--- config.mk ---
export PLATFORM = sky130hd
export DESIGN_NAME = ifm_flag_map
export DESIGN_NICKNAME = d
export VERILOG_FILES = /design/src/verilog/ifm_pkg.sv /design/src/verilog/ifm_edge_if.sv /design/src/verilog/ifm_pin_edge.sv /design/src/verilog/ifm_flag_map.sv
export SDC_FILE = /design/constraint.sdc
export NUM_CORES = 1
export LEC_CHECK = 0
export ABC_AREA = 1
export BUFFER_PORTS_ARGS = -buffer_cell sky130_fd_sc_hd__clkbuf_2
export CORE_ASPECT_RATIO = 0.6
export CORE_MARGIN = 4
export CORE_UTILIZATION = 35
export CTS_CLUSTER_DIAMETER = 40
export DETAILED_ROUTE_END_ITERATION = 10
export GPL_ROUTABILITY_DRIVEN = 0
export GPL_TIMING_DRIVEN = 0
export SLEW_MARGIN = 0
export SYNTH_ARGS = -nofsm -noshare
export SYNTH_HDL_FRONTEND = slang
export SYNTH_SLANG_ARGS = --single-unit
--- constraint.sdc ---
create_clock -name SYS_CLK_IN -period 12.19 [get_ports SYS_CLK_IN]
set_input_delay 0.6095 -clock SYS_CLK_IN [delete_from_list [all_inputs] [get_ports SYS_CLK_IN]]
set_output_delay 0.6095 -clock SYS_CLK_IN [all_outputs]
set_load 0.05 [all_outputs]
--- src/verilog/ifm_pkg.sv ---
`default_nettype none
package ifm_pkg;
  localparam int BYTE_W = 8;
  localparam int NUM_BYTES = 7;
  localparam int FLAGS_W = 56;
  localparam int NUM_PINS = 8;

  // Flag bytes in order: group0 low, group0 high, group1 low, group1 high,
  // group2 low, group2 high, group3 low. Flat bit index is byte * 8 + bit.
  localparam logic [2:0] BYTE_G0_LOW = 3'h0;
  localparam logic [2:0] BYTE_G0_HIGH = 3'h1;
  localparam logic [2:0] BYTE_G1_LOW = 3'h2;

  // Implemented flag positions; the others are fixed (request 0, mask 1).
  localparam logic [55:0] IMPL_MASK = 56'h1C5FDF1FFFE7FF;

  localparam logic [55:0] REQ_RST = 56'h00000000000000;
  localparam logic [55:0] MASK_RST = 56'hFFFFFFFFFFFFFF;
  localparam logic [55:0] PRIO_RST = 56'hFFFFFFFFFFFFFF;
  localparam logic [7:0] EDGE_RST = 8'h00;
  localparam logic [7:0] PSW_RST = 8'h00;

  localparam logic [55:0] ONE_BIT = 56'h00000000000001;
  localparam logic [55:0] ONE_BYTE = 56'h000000000000FF;
  localparam logic [55:0] NO_BITS = 56'h00000000000000;

  // Register groups selected by the write port.
  localparam logic [2:0] GRP_REQ = 3'h0;
  localparam logic [2:0] GRP_MASK = 3'h1;
  localparam logic [2:0] GRP_PRIO0 = 3'h2;
  localparam logic [2:0] GRP_PRIO1 = 3'h3;
  localparam logic [2:0] GRP_RISE = 3'h4;
  localparam logic [2:0] GRP_FALL = 3'h5;
  localparam logic [2:0] GRP_PSW = 3'h6;

  // Write operations: whole byte, single-bit set, single-bit clear.
  localparam logic [1:0] OP_BYTE = 2'h0;
  localparam logic [1:0] OP_SET = 2'h1;
  localparam logic [1:0] OP_CLR = 2'h2;

  // Bit positions inside their byte for the shared request bits.
  localparam logic [2:0] SHARED_SER0_BIT = 3'h5;
  localparam logic [2:0] SHARED_RXA_BIT = 3'h0;
  localparam logic [2:0] SHARED_TX2_BIT = 3'h1;
  localparam logic [2:0] SHARED_RXB_BIT = 3'h3;

  // Flat request positions of the external pins 0 to 7.
  localparam int PIN_POS [NUM_PINS] = '{2, 3, 4, 5, 6, 7, 35, 36};
endpackage
`default_nettype wire

--- src/verilog/ifm_edge_if.sv ---
`timescale 1ns/1ps
`default_nettype none
interface ifm_edge_if;
  logic [ifm_pkg::NUM_PINS-1:0] rise_en;
  logic [ifm_pkg::NUM_PINS-1:0] fall_en;
  logic [ifm_pkg::NUM_PINS-1:0] edge_evt;
  modport det (input rise_en, input fall_en, output edge_evt);
  modport ctl (output rise_en, output fall_en, input edge_evt);
endinterface
`default_nettype wire

--- src/verilog/ifm_pin_edge.sv ---
`timescale 1ns/1ps
`default_nettype none
module ifm_pin_edge (
  input wire logic clk_in,
  input wire logic rst_in,
  input wire logic [ifm_pkg::NUM_PINS-1:0] pins_in,
  ifm_edge_if.det edge_bus
);
  logic [ifm_pkg::NUM_PINS-1:0] sync1_r;
  logic [ifm_pkg::NUM_PINS-1:0] sync2_r;
  logic [ifm_pkg::NUM_PINS-1:0] prev_r;
  wire [ifm_pkg::NUM_PINS-1:0] rise_seen = sync2_r & ~prev_r;
  wire [ifm_pkg::NUM_PINS-1:0] fall_seen = ~sync2_r & prev_r;

  always_ff @(posedge clk_in or posedge rst_in) begin
    if (rst_in) begin
      sync1_r <= '0;
      sync2_r <= '0;
      prev_r <= '0;
    end else begin
      sync1_r <= pins_in;
      sync2_r <= sync1_r;
      prev_r <= sync2_r;
    end
  end

  // The two enables are independent, so both edges may raise the flag.
  assign edge_bus.edge_evt = (rise_seen & edge_bus.rise_en) |
                             (fall_seen & edge_bus.fall_en);
endmodule
`default_nettype wire

--- src/verilog/ifm_flag_map.sv ---
// Notes on behaviour
// - Six register kinds control interrupts.
// - Each source: request, mask, two priority flags.
// - Per-pin rising edge enable raises request.
// - Independent per-pin falling edge enable.
// - Three serial-0 events share group0-high bit5.
// - Rx error A or timer1 upper: g1-low bit0.
// - Serial2 tx or two-wire1: g1-low bit1.
// - Rx error B or timer3 upper: g1-low bit3.
// - Request set by source/software, cleared on acknowledge.
// - Request flags reset to all zeros.
// - Mask flags reset to all ones.
`timescale 1ns/1ps
`default_nettype none
module ifm_flag_map (
  input wire logic SYS_CLK_IN, // System clock, 125 MHz.
  input wire logic SYS_RST_IN, // Asynchronous reset, active high.
  input wire logic [55:0] SRC_IRQ_IN, // Dedicated source pulses, flat index.
  input wire logic SERIAL0_TX_END_IRQ_IN, // Shared serial-0 source.
  input wire logic CLOCKED_SERIAL0_END_IRQ_IN, // Shared serial-0 source.
  input wire logic TWO_WIRE0_END_IRQ_IN, // Shared serial-0 source.
  input wire logic SERIAL_RX_ERROR_IRQ_A_IN, // Shared with timer channel 1 upper.
  input wire logic TIMER_CH1_UPPER_IRQ_IN, // Shared with rx error A.
  input wire logic SERIAL2_TX_END_IRQ_IN, // Shared with two-wire channel 1.
  input wire logic TWO_WIRE1_END_IRQ_IN, // Shared with serial 2 tx end.
  input wire logic SERIAL_RX_ERROR_IRQ_B_IN, // Shared with timer channel 3 upper.
  input wire logic TIMER_CH3_UPPER_IRQ_IN, // Shared with rx error B.
  input wire logic [7:0] EXT_PIN_IN, // External interrupt pins, asynchronous.
  input wire logic WR_STB_IN, // Write strobe, one cycle.
  input wire logic [1:0] WR_OP_IN, // Byte write, bit set or bit clear.
  input wire logic [2:0] WR_GRP_IN, // Register group select.
  input wire logic [2:0] WR_BYTE_IN, // Byte within a flag group.
  input wire logic [2:0] WR_BIT_IN, // Bit for single-bit operations.
  input wire logic [7:0] WR_DATA_IN, // Data for byte writes.
  input wire logic ACK_STB_IN, // Core acknowledges an interrupt.
  input wire logic [5:0] ACK_IDX_IN, // Flat index of acknowledged flag.
  output logic [55:0] REQ_FLAGS_OUT, // Request flags.
  output logic [55:0] MASK_FLAGS_OUT, // Mask flags.
  output logic [55:0] PRIO0_FLAGS_OUT, // Priority specification flags 0.
  output logic [55:0] PRIO1_FLAGS_OUT, // Priority specification flags 1.
  output logic [7:0] RISING_EDGE_ENABLE_OUT, // Rising edge enables.
  output logic [7:0] FALLING_EDGE_ENABLE_OUT, // Falling edge enables.
  output logic [7:0] PROGRAM_STATUS_WORD_OUT, // Program status word.
  output logic [55:0] PEND_OUT // Requests forwarded to arbitration.
);
  logic [55:0] req_r;
  logic [55:0] req_nxt;
  logic [55:0] mask_r;
  logic [55:0] mask_nxt;
  logic [55:0] prio0_r;
  logic [55:0] prio0_nxt;
  logic [55:0] prio1_r;
  logic [55:0] prio1_nxt;
  logic [7:0] rise_r;
  logic [7:0] rise_nxt;
  logic [7:0] fall_r;
  logic [7:0] fall_nxt;
  logic [7:0] psw_r;
  logic [7:0] psw_nxt;
  logic [55:0] pend_r;
  logic [55:0] pend_nxt;

  ifm_edge_if edge_bus ();

  assign edge_bus.rise_en = rise_r;
  assign edge_bus.fall_en = fall_r;

  ifm_pin_edge u_pin_edge (
    .clk_in(SYS_CLK_IN),
    .rst_in(SYS_RST_IN),
    .pins_in(EXT_PIN_IN),
    .edge_bus(edge_bus)
  );

  // Write decode.
  wire op_ok = (WR_OP_IN == ifm_pkg::OP_BYTE) || (WR_OP_IN == ifm_pkg::OP_SET) ||
               (WR_OP_IN == ifm_pkg::OP_CLR);
  wire wr_ok = WR_STB_IN && op_ok;
  wire byte_ok = 32'(WR_BYTE_IN) < ifm_pkg::NUM_BYTES;
  wire hit_req = wr_ok && byte_ok && (WR_GRP_IN == ifm_pkg::GRP_REQ);
  wire hit_mask = wr_ok && byte_ok && (WR_GRP_IN == ifm_pkg::GRP_MASK);
  wire hit_prio0 = wr_ok && byte_ok && (WR_GRP_IN == ifm_pkg::GRP_PRIO0);
  wire hit_prio1 = wr_ok && byte_ok && (WR_GRP_IN == ifm_pkg::GRP_PRIO1);
  wire hit_rise = wr_ok && (WR_GRP_IN == ifm_pkg::GRP_RISE);
  wire hit_fall = wr_ok && (WR_GRP_IN == ifm_pkg::GRP_FALL);
  wire hit_psw = wr_ok && (WR_GRP_IN == ifm_pkg::GRP_PSW);

  wire [5:0] byte_base = {WR_BYTE_IN, 3'h0};
  wire [5:0] bit_pos = {WR_BYTE_IN, WR_BIT_IN};
  wire is_byte = WR_OP_IN == ifm_pkg::OP_BYTE;
  wire is_set = WR_OP_IN == ifm_pkg::OP_SET;
  // A bit operation touches one flag only, so other flags of the byte keep their value.
  wire [55:0] wmask = is_byte ? (ifm_pkg::ONE_BYTE << byte_base)
                              : (ifm_pkg::ONE_BIT << bit_pos);
  wire [55:0] wval = is_byte ? (56'(WR_DATA_IN) << byte_base)
                             : (is_set ? wmask : ifm_pkg::NO_BITS);
  wire [7:0] bit8 = 8'h01 << WR_BIT_IN;

  // Acknowledge clears exactly the acknowledged flag.
  wire ack_ok = ACK_STB_IN && (32'(ACK_IDX_IN) < ifm_pkg::FLAGS_W);
  wire [55:0] ack_clr = ack_ok ? (ifm_pkg::ONE_BIT << ACK_IDX_IN)
                               : ifm_pkg::NO_BITS;

  // Shared request bits: any member event sets the one flag.
  wire ser0_any = SERIAL0_TX_END_IRQ_IN | CLOCKED_SERIAL0_END_IRQ_IN |
                  TWO_WIRE0_END_IRQ_IN;
  wire rxa_any = SERIAL_RX_ERROR_IRQ_A_IN | TIMER_CH1_UPPER_IRQ_IN;
  wire tx2_any = SERIAL2_TX_END_IRQ_IN | TWO_WIRE1_END_IRQ_IN;
  wire rxb_any = SERIAL_RX_ERROR_IRQ_B_IN | TIMER_CH3_UPPER_IRQ_IN;
  wire [55:0] shared_set =
    (56'(ser0_any) << {ifm_pkg::BYTE_G0_HIGH, ifm_pkg::SHARED_SER0_BIT}) |
    (56'(rxa_any) << {ifm_pkg::BYTE_G1_LOW, ifm_pkg::SHARED_RXA_BIT}) |
    (56'(tx2_any) << {ifm_pkg::BYTE_G1_LOW, ifm_pkg::SHARED_TX2_BIT}) |
    (56'(rxb_any) << {ifm_pkg::BYTE_G1_LOW, ifm_pkg::SHARED_RXB_BIT});

  logic [55:0] pin_set;
  always_comb begin
    pin_set = ifm_pkg::NO_BITS;
    for (int p = 0; p < ifm_pkg::NUM_PINS; p++) begin
      pin_set[ifm_pkg::PIN_POS[p]] = edge_bus.edge_evt[p];
    end
  end

  wire [55:0] hw_set = SRC_IRQ_IN | shared_set | pin_set;

  function automatic logic [55:0] upd56(input logic [55:0] cur, input logic hit,
                                        input logic [55:0] m, input logic [55:0] v);
    upd56 = hit ? ((cur & ~m) | (v & m)) : cur;
  endfunction

  function automatic logic [7:0] upd8(input logic [7:0] cur, input logic hit,
                                      input logic byte_op, input logic set_op,
                                      input logic [7:0] b, input logic [7:0] d);
    if (!hit) begin
      upd8 = cur;
    end else if (byte_op) begin
      upd8 = d;
    end else if (set_op) begin
      upd8 = cur | b;
    end else begin
      upd8 = cur & ~b;
    end
  endfunction

  // A hardware set in the same cycle wins over any clear by write or acknowledge.
  assign req_nxt = (((upd56(req_r, hit_req, wmask, wval) & ~ack_clr) | hw_set) &
                    ifm_pkg::IMPL_MASK);
  assign mask_nxt = upd56(mask_r, hit_mask, wmask, wval) | ~ifm_pkg::IMPL_MASK;
  assign prio0_nxt = upd56(prio0_r, hit_prio0, wmask, wval) | ~ifm_pkg::IMPL_MASK;
  assign prio1_nxt = upd56(prio1_r, hit_prio1, wmask, wval) | ~ifm_pkg::IMPL_MASK;
  assign rise_nxt = upd8(rise_r, hit_rise, is_byte, is_set, bit8, WR_DATA_IN);
  assign fall_nxt = upd8(fall_r, hit_fall, is_byte, is_set, bit8, WR_DATA_IN);
  assign psw_nxt = upd8(psw_r, hit_psw, is_byte, is_set, bit8, WR_DATA_IN);
  assign pend_nxt = req_nxt & ~mask_nxt;

  always_ff @(posedge SYS_CLK_IN or posedge SYS_RST_IN) begin
    if (SYS_RST_IN) begin
      req_r <= ifm_pkg::REQ_RST;
    end else begin
      req_r <= req_nxt;
    end
  end

  always_ff @(posedge SYS_CLK_IN or posedge SYS_RST_IN) begin
    if (SYS_RST_IN) begin
      mask_r <= ifm_pkg::MASK_RST;
    end else begin
      mask_r <= mask_nxt;
    end
  end

  always_ff @(posedge SYS_CLK_IN or posedge SYS_RST_IN) begin
    if (SYS_RST_IN) begin
      prio0_r <= ifm_pkg::PRIO_RST;
    end else begin
      prio0_r <= prio0_nxt;
    end
  end

  always_ff @(posedge SYS_CLK_IN or posedge SYS_RST_IN) begin
    if (SYS_RST_IN) begin
      prio1_r <= ifm_pkg::PRIO_RST;
    end else begin
      prio1_r <= prio1_nxt;
    end
  end

  always_ff @(posedge SYS_CLK_IN or posedge SYS_RST_IN) begin
    if (SYS_RST_IN) begin
      rise_r <= ifm_pkg::EDGE_RST;
    end else begin
      rise_r <= rise_nxt;
    end
  end

  always_ff @(posedge SYS_CLK_IN or posedge SYS_RST_IN) begin
    if (SYS_RST_IN) begin
      fall_r <= ifm_pkg::EDGE_RST;
    end else begin
      fall_r <= fall_nxt;
    end
  end

  always_ff @(posedge SYS_CLK_IN or posedge SYS_RST_IN) begin
    if (SYS_RST_IN) begin
      psw_r <= ifm_pkg::PSW_RST;
    end else begin
      psw_r <= psw_nxt;
    end
  end

  always_ff @(posedge SYS_CLK_IN or posedge SYS_RST_IN) begin
    if (SYS_RST_IN) begin
      pend_r <= ifm_pkg::NO_BITS;
    end else begin
      pend_r <= pend_nxt;
    end
  end

  assign REQ_FLAGS_OUT = req_r;
  assign MASK_FLAGS_OUT = mask_r;
  assign PRIO0_FLAGS_OUT = prio0_r;
  assign PRIO1_FLAGS_OUT = prio1_r;
  assign RISING_EDGE_ENABLE_OUT = rise_r;
  assign FALLING_EDGE_ENABLE_OUT = fall_r;
  assign PROGRAM_STATUS_WORD_OUT = psw_r;
  assign PEND_OUT = pend_r;
endmodule
`default_nettype wire

# --- Word-level counts from Yosys, hierarchy flattened ---
# Cells that the tools add are included.
word_totals:
  regBits: 276
  in_bits: 102
op_classes:
  n_reduce_logical: 14
  n_lt_le_gt_ge: 2
  n_shift: 5
  bitwise: 39
  muxes: 12
  eq_ne: 8
op_table:
  columns: ["operator", "count"]
  rows:
  - ["$and 53x53->53", 6]
  - ["$mux 53", 6]
  - ["$or 53x53->53", 5]
  - ["$not 53->53", 2]
  - ["$shl 1x6->53 const A", 2]
  - ["$and 53x56->56", 1]
  - ["$and 8x8->8", 7]
  - ["$not 56->56", 1]
  - ["$or 53x20->53", 1]
  - ["$or 53x37->53", 1]
  - ["$shl 8x6->53", 1]
  - ["$shl 8x6->53 const A", 1]
  - ["$mux 8", 6]
  - ["$or 8x8->8", 4]
  - ["$not 8->8", 3]
  - ["$or 18x20->20", 1]
  - ["$or 17x18->18", 1]
  - ["$or 14x17->17", 1]
  - ["$logic_and 1x1->1", 10]
  - ["$eq 3x3->1 const B", 3]
  - ["$shl 1x3->8 const A", 1]
  - ["$eq 3x2->1 const B", 2]
  - ["$lt 6x6->1 const B", 1]
  - ["$or 1x1->1", 5]
  - ["other kinds (7)", 8]

# --- Depth between registers and ports, before layout ---
depth:
  ltp_word: 10
  depth_mapped: 12
  mapped_depth_nobuf: 10

# --- By module ---
# A second synthesis with hierarchy kept.
hier_totals:
  hier_cells: 1553
  area_unflattened_um2: 12498.2
modules_own_cells:
  columns: ["module", "instances", "seq_area_each_um2", "area_each_um2", "cells_each"]
  rows:
  - ["ifm_flag_map", 1, 6142.1, 11723.7, 1488]
  - ["ifm_pin_edge", 1, 600.6, 774.5, 65]

# --- Least setup slack after synthesis ---
# Ideal clock, no wire load.
synth_path:
  kind: "input to register"
  start: "in WR_BIT_IN[0]"
  end: "reg with a tool-made name"
  setup_time_ns: 0.073
  arrival_ns: 1.704
  path_stages: 8
  setup_slack_ns: 10.413
  cell_sequence: "buf_2 nor2_2 nand2_1 a21oi_1 inv_1 nor2_1 nor2_1 a21oi_1"
synth_lines:
  columns: ["element", "line", "text"]
  rows:
  - ["start: declaration", "ifm_flag_map.sv:33", "input wire logic [2:0] WR_BIT_IN,"]

# --- Final worst setup path ---
layout_path:
  start: "in WR_BYTE_IN[2]"
  end: "reg pend_r[2] (netlist: PEND_OUT[2])"
layout_between:
  word_cells_on_any_way: 22
  cone_classes: "1 x order compare; 3 x shift; 5 x mux; 10 x bitwise; 3 x reduce/logical"
layout_lines:
  columns: ["element", "line", "text"]
  rows:
  - ["start: declaration", "ifm_flag_map.sv:32", "input wire logic [2:0] WR_BYTE_IN,"]
  - ["$shl 8x6->53 / $shl 1x6->53 (equally long branches)", "ifm_flag_map.sv:93, ifm_flag_map.sv:94", null]
  - ["$mux 53", "ifm_flag_map.sv:93", "wire [55:0] wmask = is_byte ? (ifm_pkg::ONE_BYTE << byte_base)"]
  - ["$mux 53", "ifm_flag_map.sv:96", ": (is_set ? wmask : ifm_pkg::NO_BITS);"]
  - ["$mux 53", "ifm_flag_map.sv:95", "wire [55:0] wval = is_byte ? (56'(WR_DATA_IN) << byte_base)"]
  - ["$and 53x53->53", "ifm_flag_map.sv:128", "upd56 = hit ? ((cur & ~m) | (v & m)) : cur;"]
  - ["$or 53x53->53", "ifm_flag_map.sv:128", null]
  - ["$mux 53 (*)", "ifm_flag_map.sv:128", null]
  - ["named net mask_nxt[2]", "ifm_flag_map.sv:49", "logic [55:0] mask_nxt;"]
  - ["$not 56->56 (*)", "ifm_flag_map.sv:154", "assign pend_nxt = req_nxt & ~mask_nxt;"]
  - ["$and 53x56->56 (*)", "ifm_flag_map.sv:154", null]
  - ["named net pend_nxt[2]", "ifm_flag_map.sv:61", "logic [55:0] pend_nxt;"]
  - ["end signal: assignment", "ifm_flag_map.sv:214", "pend_r <= ifm_pkg::NO_BITS;"]
  - ["end signal: assignment", "ifm_flag_map.sv:216", "pend_r <= pend_nxt;"]
  - ["end: declaration", "ifm_flag_map.sv:60", "logic [55:0] pend_r;"]
# The timed path passes the listed nets; every way through them passes the cells marked *.
# A chain may end at the register's enable or synchronous reset.

==> flow_summary.toml <==
[synthesis]
avgSynthCellArea_um2 = 8.209
synth_edf_count = 0
netlist_area_um2 = 12570
synth-seq-cells = 263
synthSimpleGateAreaFrac_pct = 22.58
yosysMostFrequentCell = "nand2_1"
synth_warnings = 0
post-synth-top-area-cell = "dfstp_2"
synthTopCellsByArea = "dfstp_2, dfrtp_1, nand2_1, inv_1, nor2_1"
synthCells = 1531
netlist_top_cells_count = "nand2_1, inv_1, nor2_1"
synth_mux_area_share_pct = 0
yosys.area_share.xor_xnor_pct = 0
synthAdderAreaFrac_pct = 0
synth-main-ff-cell = "dfrtp_1"
ys_async_sr_fraction_pct = 100.0
ys_seq_area_share_pct = 53.65
synth_top_area_share_pct = 26.97
synth_top_family_by_area = "simple AND/OR/NAND/NOR gates"
synth_compound_area_share_pct = 11.21
yosysUniqueCellTypes = 33

[worst_setup_path]
cp_data_arrival_time_ps = 2460
crit_required_ps = 12620
cp-start-kind = "input pin"
crit_type = "in2reg"
cp_slowest_cell = "inv_1"
crit_path_max_incr_delay_ps = 400
cpMostUsedCell = "inv_1"
worstPathCellList = "clkbuf_2 > inv_1 > nand3_1 > inv_1 > nand2_1 > inv_1 > nand2_1 > o21ai_0 > inv_1 > a21oi_1"
cp-end-kind = "register"
rr_worst_depth = 4
worstPathMaxFanout = 5

[cts]
cts-buffers-inserted = 34
post_cts_buffers = 0
clock_latency_ps = 530
ctsLongestPathBuffers = 3
ctsResizeCount = 0
clkTransAtPathRegs_ps = 60
cts_root_buf = "clkbuf_16"
cts.htree.levels = 2
cts_sinks = 263
cts_tree = "done"
cts_hold_buf = 0

[route]
drt_iter0_drc = 972
routed_wl_um = 48720
route.detailed.drc = 0
num_vias = 11600
viasPerCell = 4.732
ant_nets = 0
wl_per_cell_um = 19.88
dr.pass1.iters = 5

[die]
dieArea_um2 = 39100
num_rows = 53
initial_utilization_pct = 35.69
die_h_um = 154.8
fp.coreArea_um2 = 35210
die_width_um = 252.6
io_pins = 406

[global_routing]
grt_first_pass_wirelength_um = 71960
antenna_found_initial = 3
grt_max_degree = 118
grt_pass1_vias = 11380
grt_usage_pct = 24.48
overflow = 0

[place]
dpl_cell_area_um2 = 15070
numPlacedInstances = 2387
port_buffers = 324
dp_hpwl_um = 38290

[sta]
fin_crit_ps = 2026
slew_headroom_pct = 34.83
finalHoldViolCount = 0
setup_viol = 0
maxSlewViolCount = 0
worstMarginPinSlew_ps = 977.6
fin_skew_ps = 13.24
max_freq_mhz = 493.6
period_share_pct = 16.62
rsz0062_at_grt = "false"
finalSetupTns_ps = 0

[min_path]
hold_path.class = "in2async"

[final_layout]
syn_to_final_growth_pct = 29.63
layout.nets = 2058
finish.utilization_pct = 46.27
layoutNonFillerInstCount = 2451
drive_gt1_share_pct = 33.91
stdcell_area_um2 = 16290
nFillCells = 3548

[power_and_ir_drop]
ir_worst_vdd_mv = 0.1192
power_density_nw_per_um2 = 161.7
p_leak_nw = 8.276

[run_status]
status = "finished clean"

[run]
drv_cap = 0
==> path summary, 6_finish.rpt <==
path / slack [ps] / startpoint / endpoint
setup / recovery: 10160 / WR_BYTE_IN[2] / PEND_OUT[2]
hold / removal: 80 / SYS_RST_IN / PEND_OUT[43]
setup reg to reg: 10790 / register / PEND_OUT[5]
hold reg to reg: 350 / u_pin_edge.sync1_r[7] / u_pin_edge.sync2_r[7]
max in group asynchronous: 10730 / SYS_RST_IN / REQ_FLAGS_OUT[38]
min in group SYS_CLK_IN: 190 / EXT_PIN_IN[3] / u_pin_edge.sync1_r[3]
==> routing by layer <==
| metal | global-route usage [%] | share of wire [%] | wire [um] |
|---|---|---|---|
| met5 | 0 | 0.027 | 13 |
| met4 | 5.541 | 2.0 | 979 |
| met1 | 35.28 | 46 | 22460 |
| met2 | 37.49 | 44 | 21450 |
| met3 | 5.983 | 7.8 | 3811 |
==> layout make-up <==
class	count	area (um^2)	area share (%)
plain buffers	109	743.2	4.562
clock buffers	45	973.4	5.975
clock inverters	17	240.2	1.475
well taps	467	584.3	3.587
repair buffers	326	1677	10.29
diodes	2	5.005	0.03072
inverters	220	835.8	5.130
flip-flops and latches	263	6743	41.39
multi-input cells	1002	4491	27.56
==> logic make-up after synthesis <==
| family | Yosys count |
|---|---|
| other | 2 |
| AO/OA/AOI/OAI | 248 |
| flip-flops | 263 |
| buffers and inverters | 329 |
| AND/OR/NAND/NOR | 689 |
==> per-stage QoR <==
stage               setup WS (ps)  hold slack, ps  power (W)
floorplan                    4554           331.2   0.001421
global placement             1559           331.6   0.001574
detailed placement           9689           334.7   0.001583
CTS                         10190           83.19   0.002656
global route                10060           107.1   0.002735
finish                      10160           80.57   0.002635
==> layout by cell type, fill, tap and decap left out, drive strengths merged, types with 59 or more instances in the layout <==
cell type,count
dfstp,129
nand3,114
o21ai,59
inv,226
nor2,197
conb,65
dfrtp,134
clkbuf,376
nand2,365
buf,104
a21oi,155
==> power breakdown <==
| part | switching (W) | leakage (nW) | internal, W | total [W] |
|---|---|---|---|---|
| registers | 0.0000481 | 2.84 | 0.000962 | 0.00101 |
| logic | 0.000445 | 4.84 | 0.000115 | 0.000560 |
| clock network | 0.000421 | 0.598 | 0.000644 | 0.00106 |
==> worst max-delay path: cells and delay by family <==
kind            cells  cell delay (ps)
buf+inv             5              890
simple gates        3              640
compound gates      2              330
Note: power is estimated with default switching activity, not from simulation.
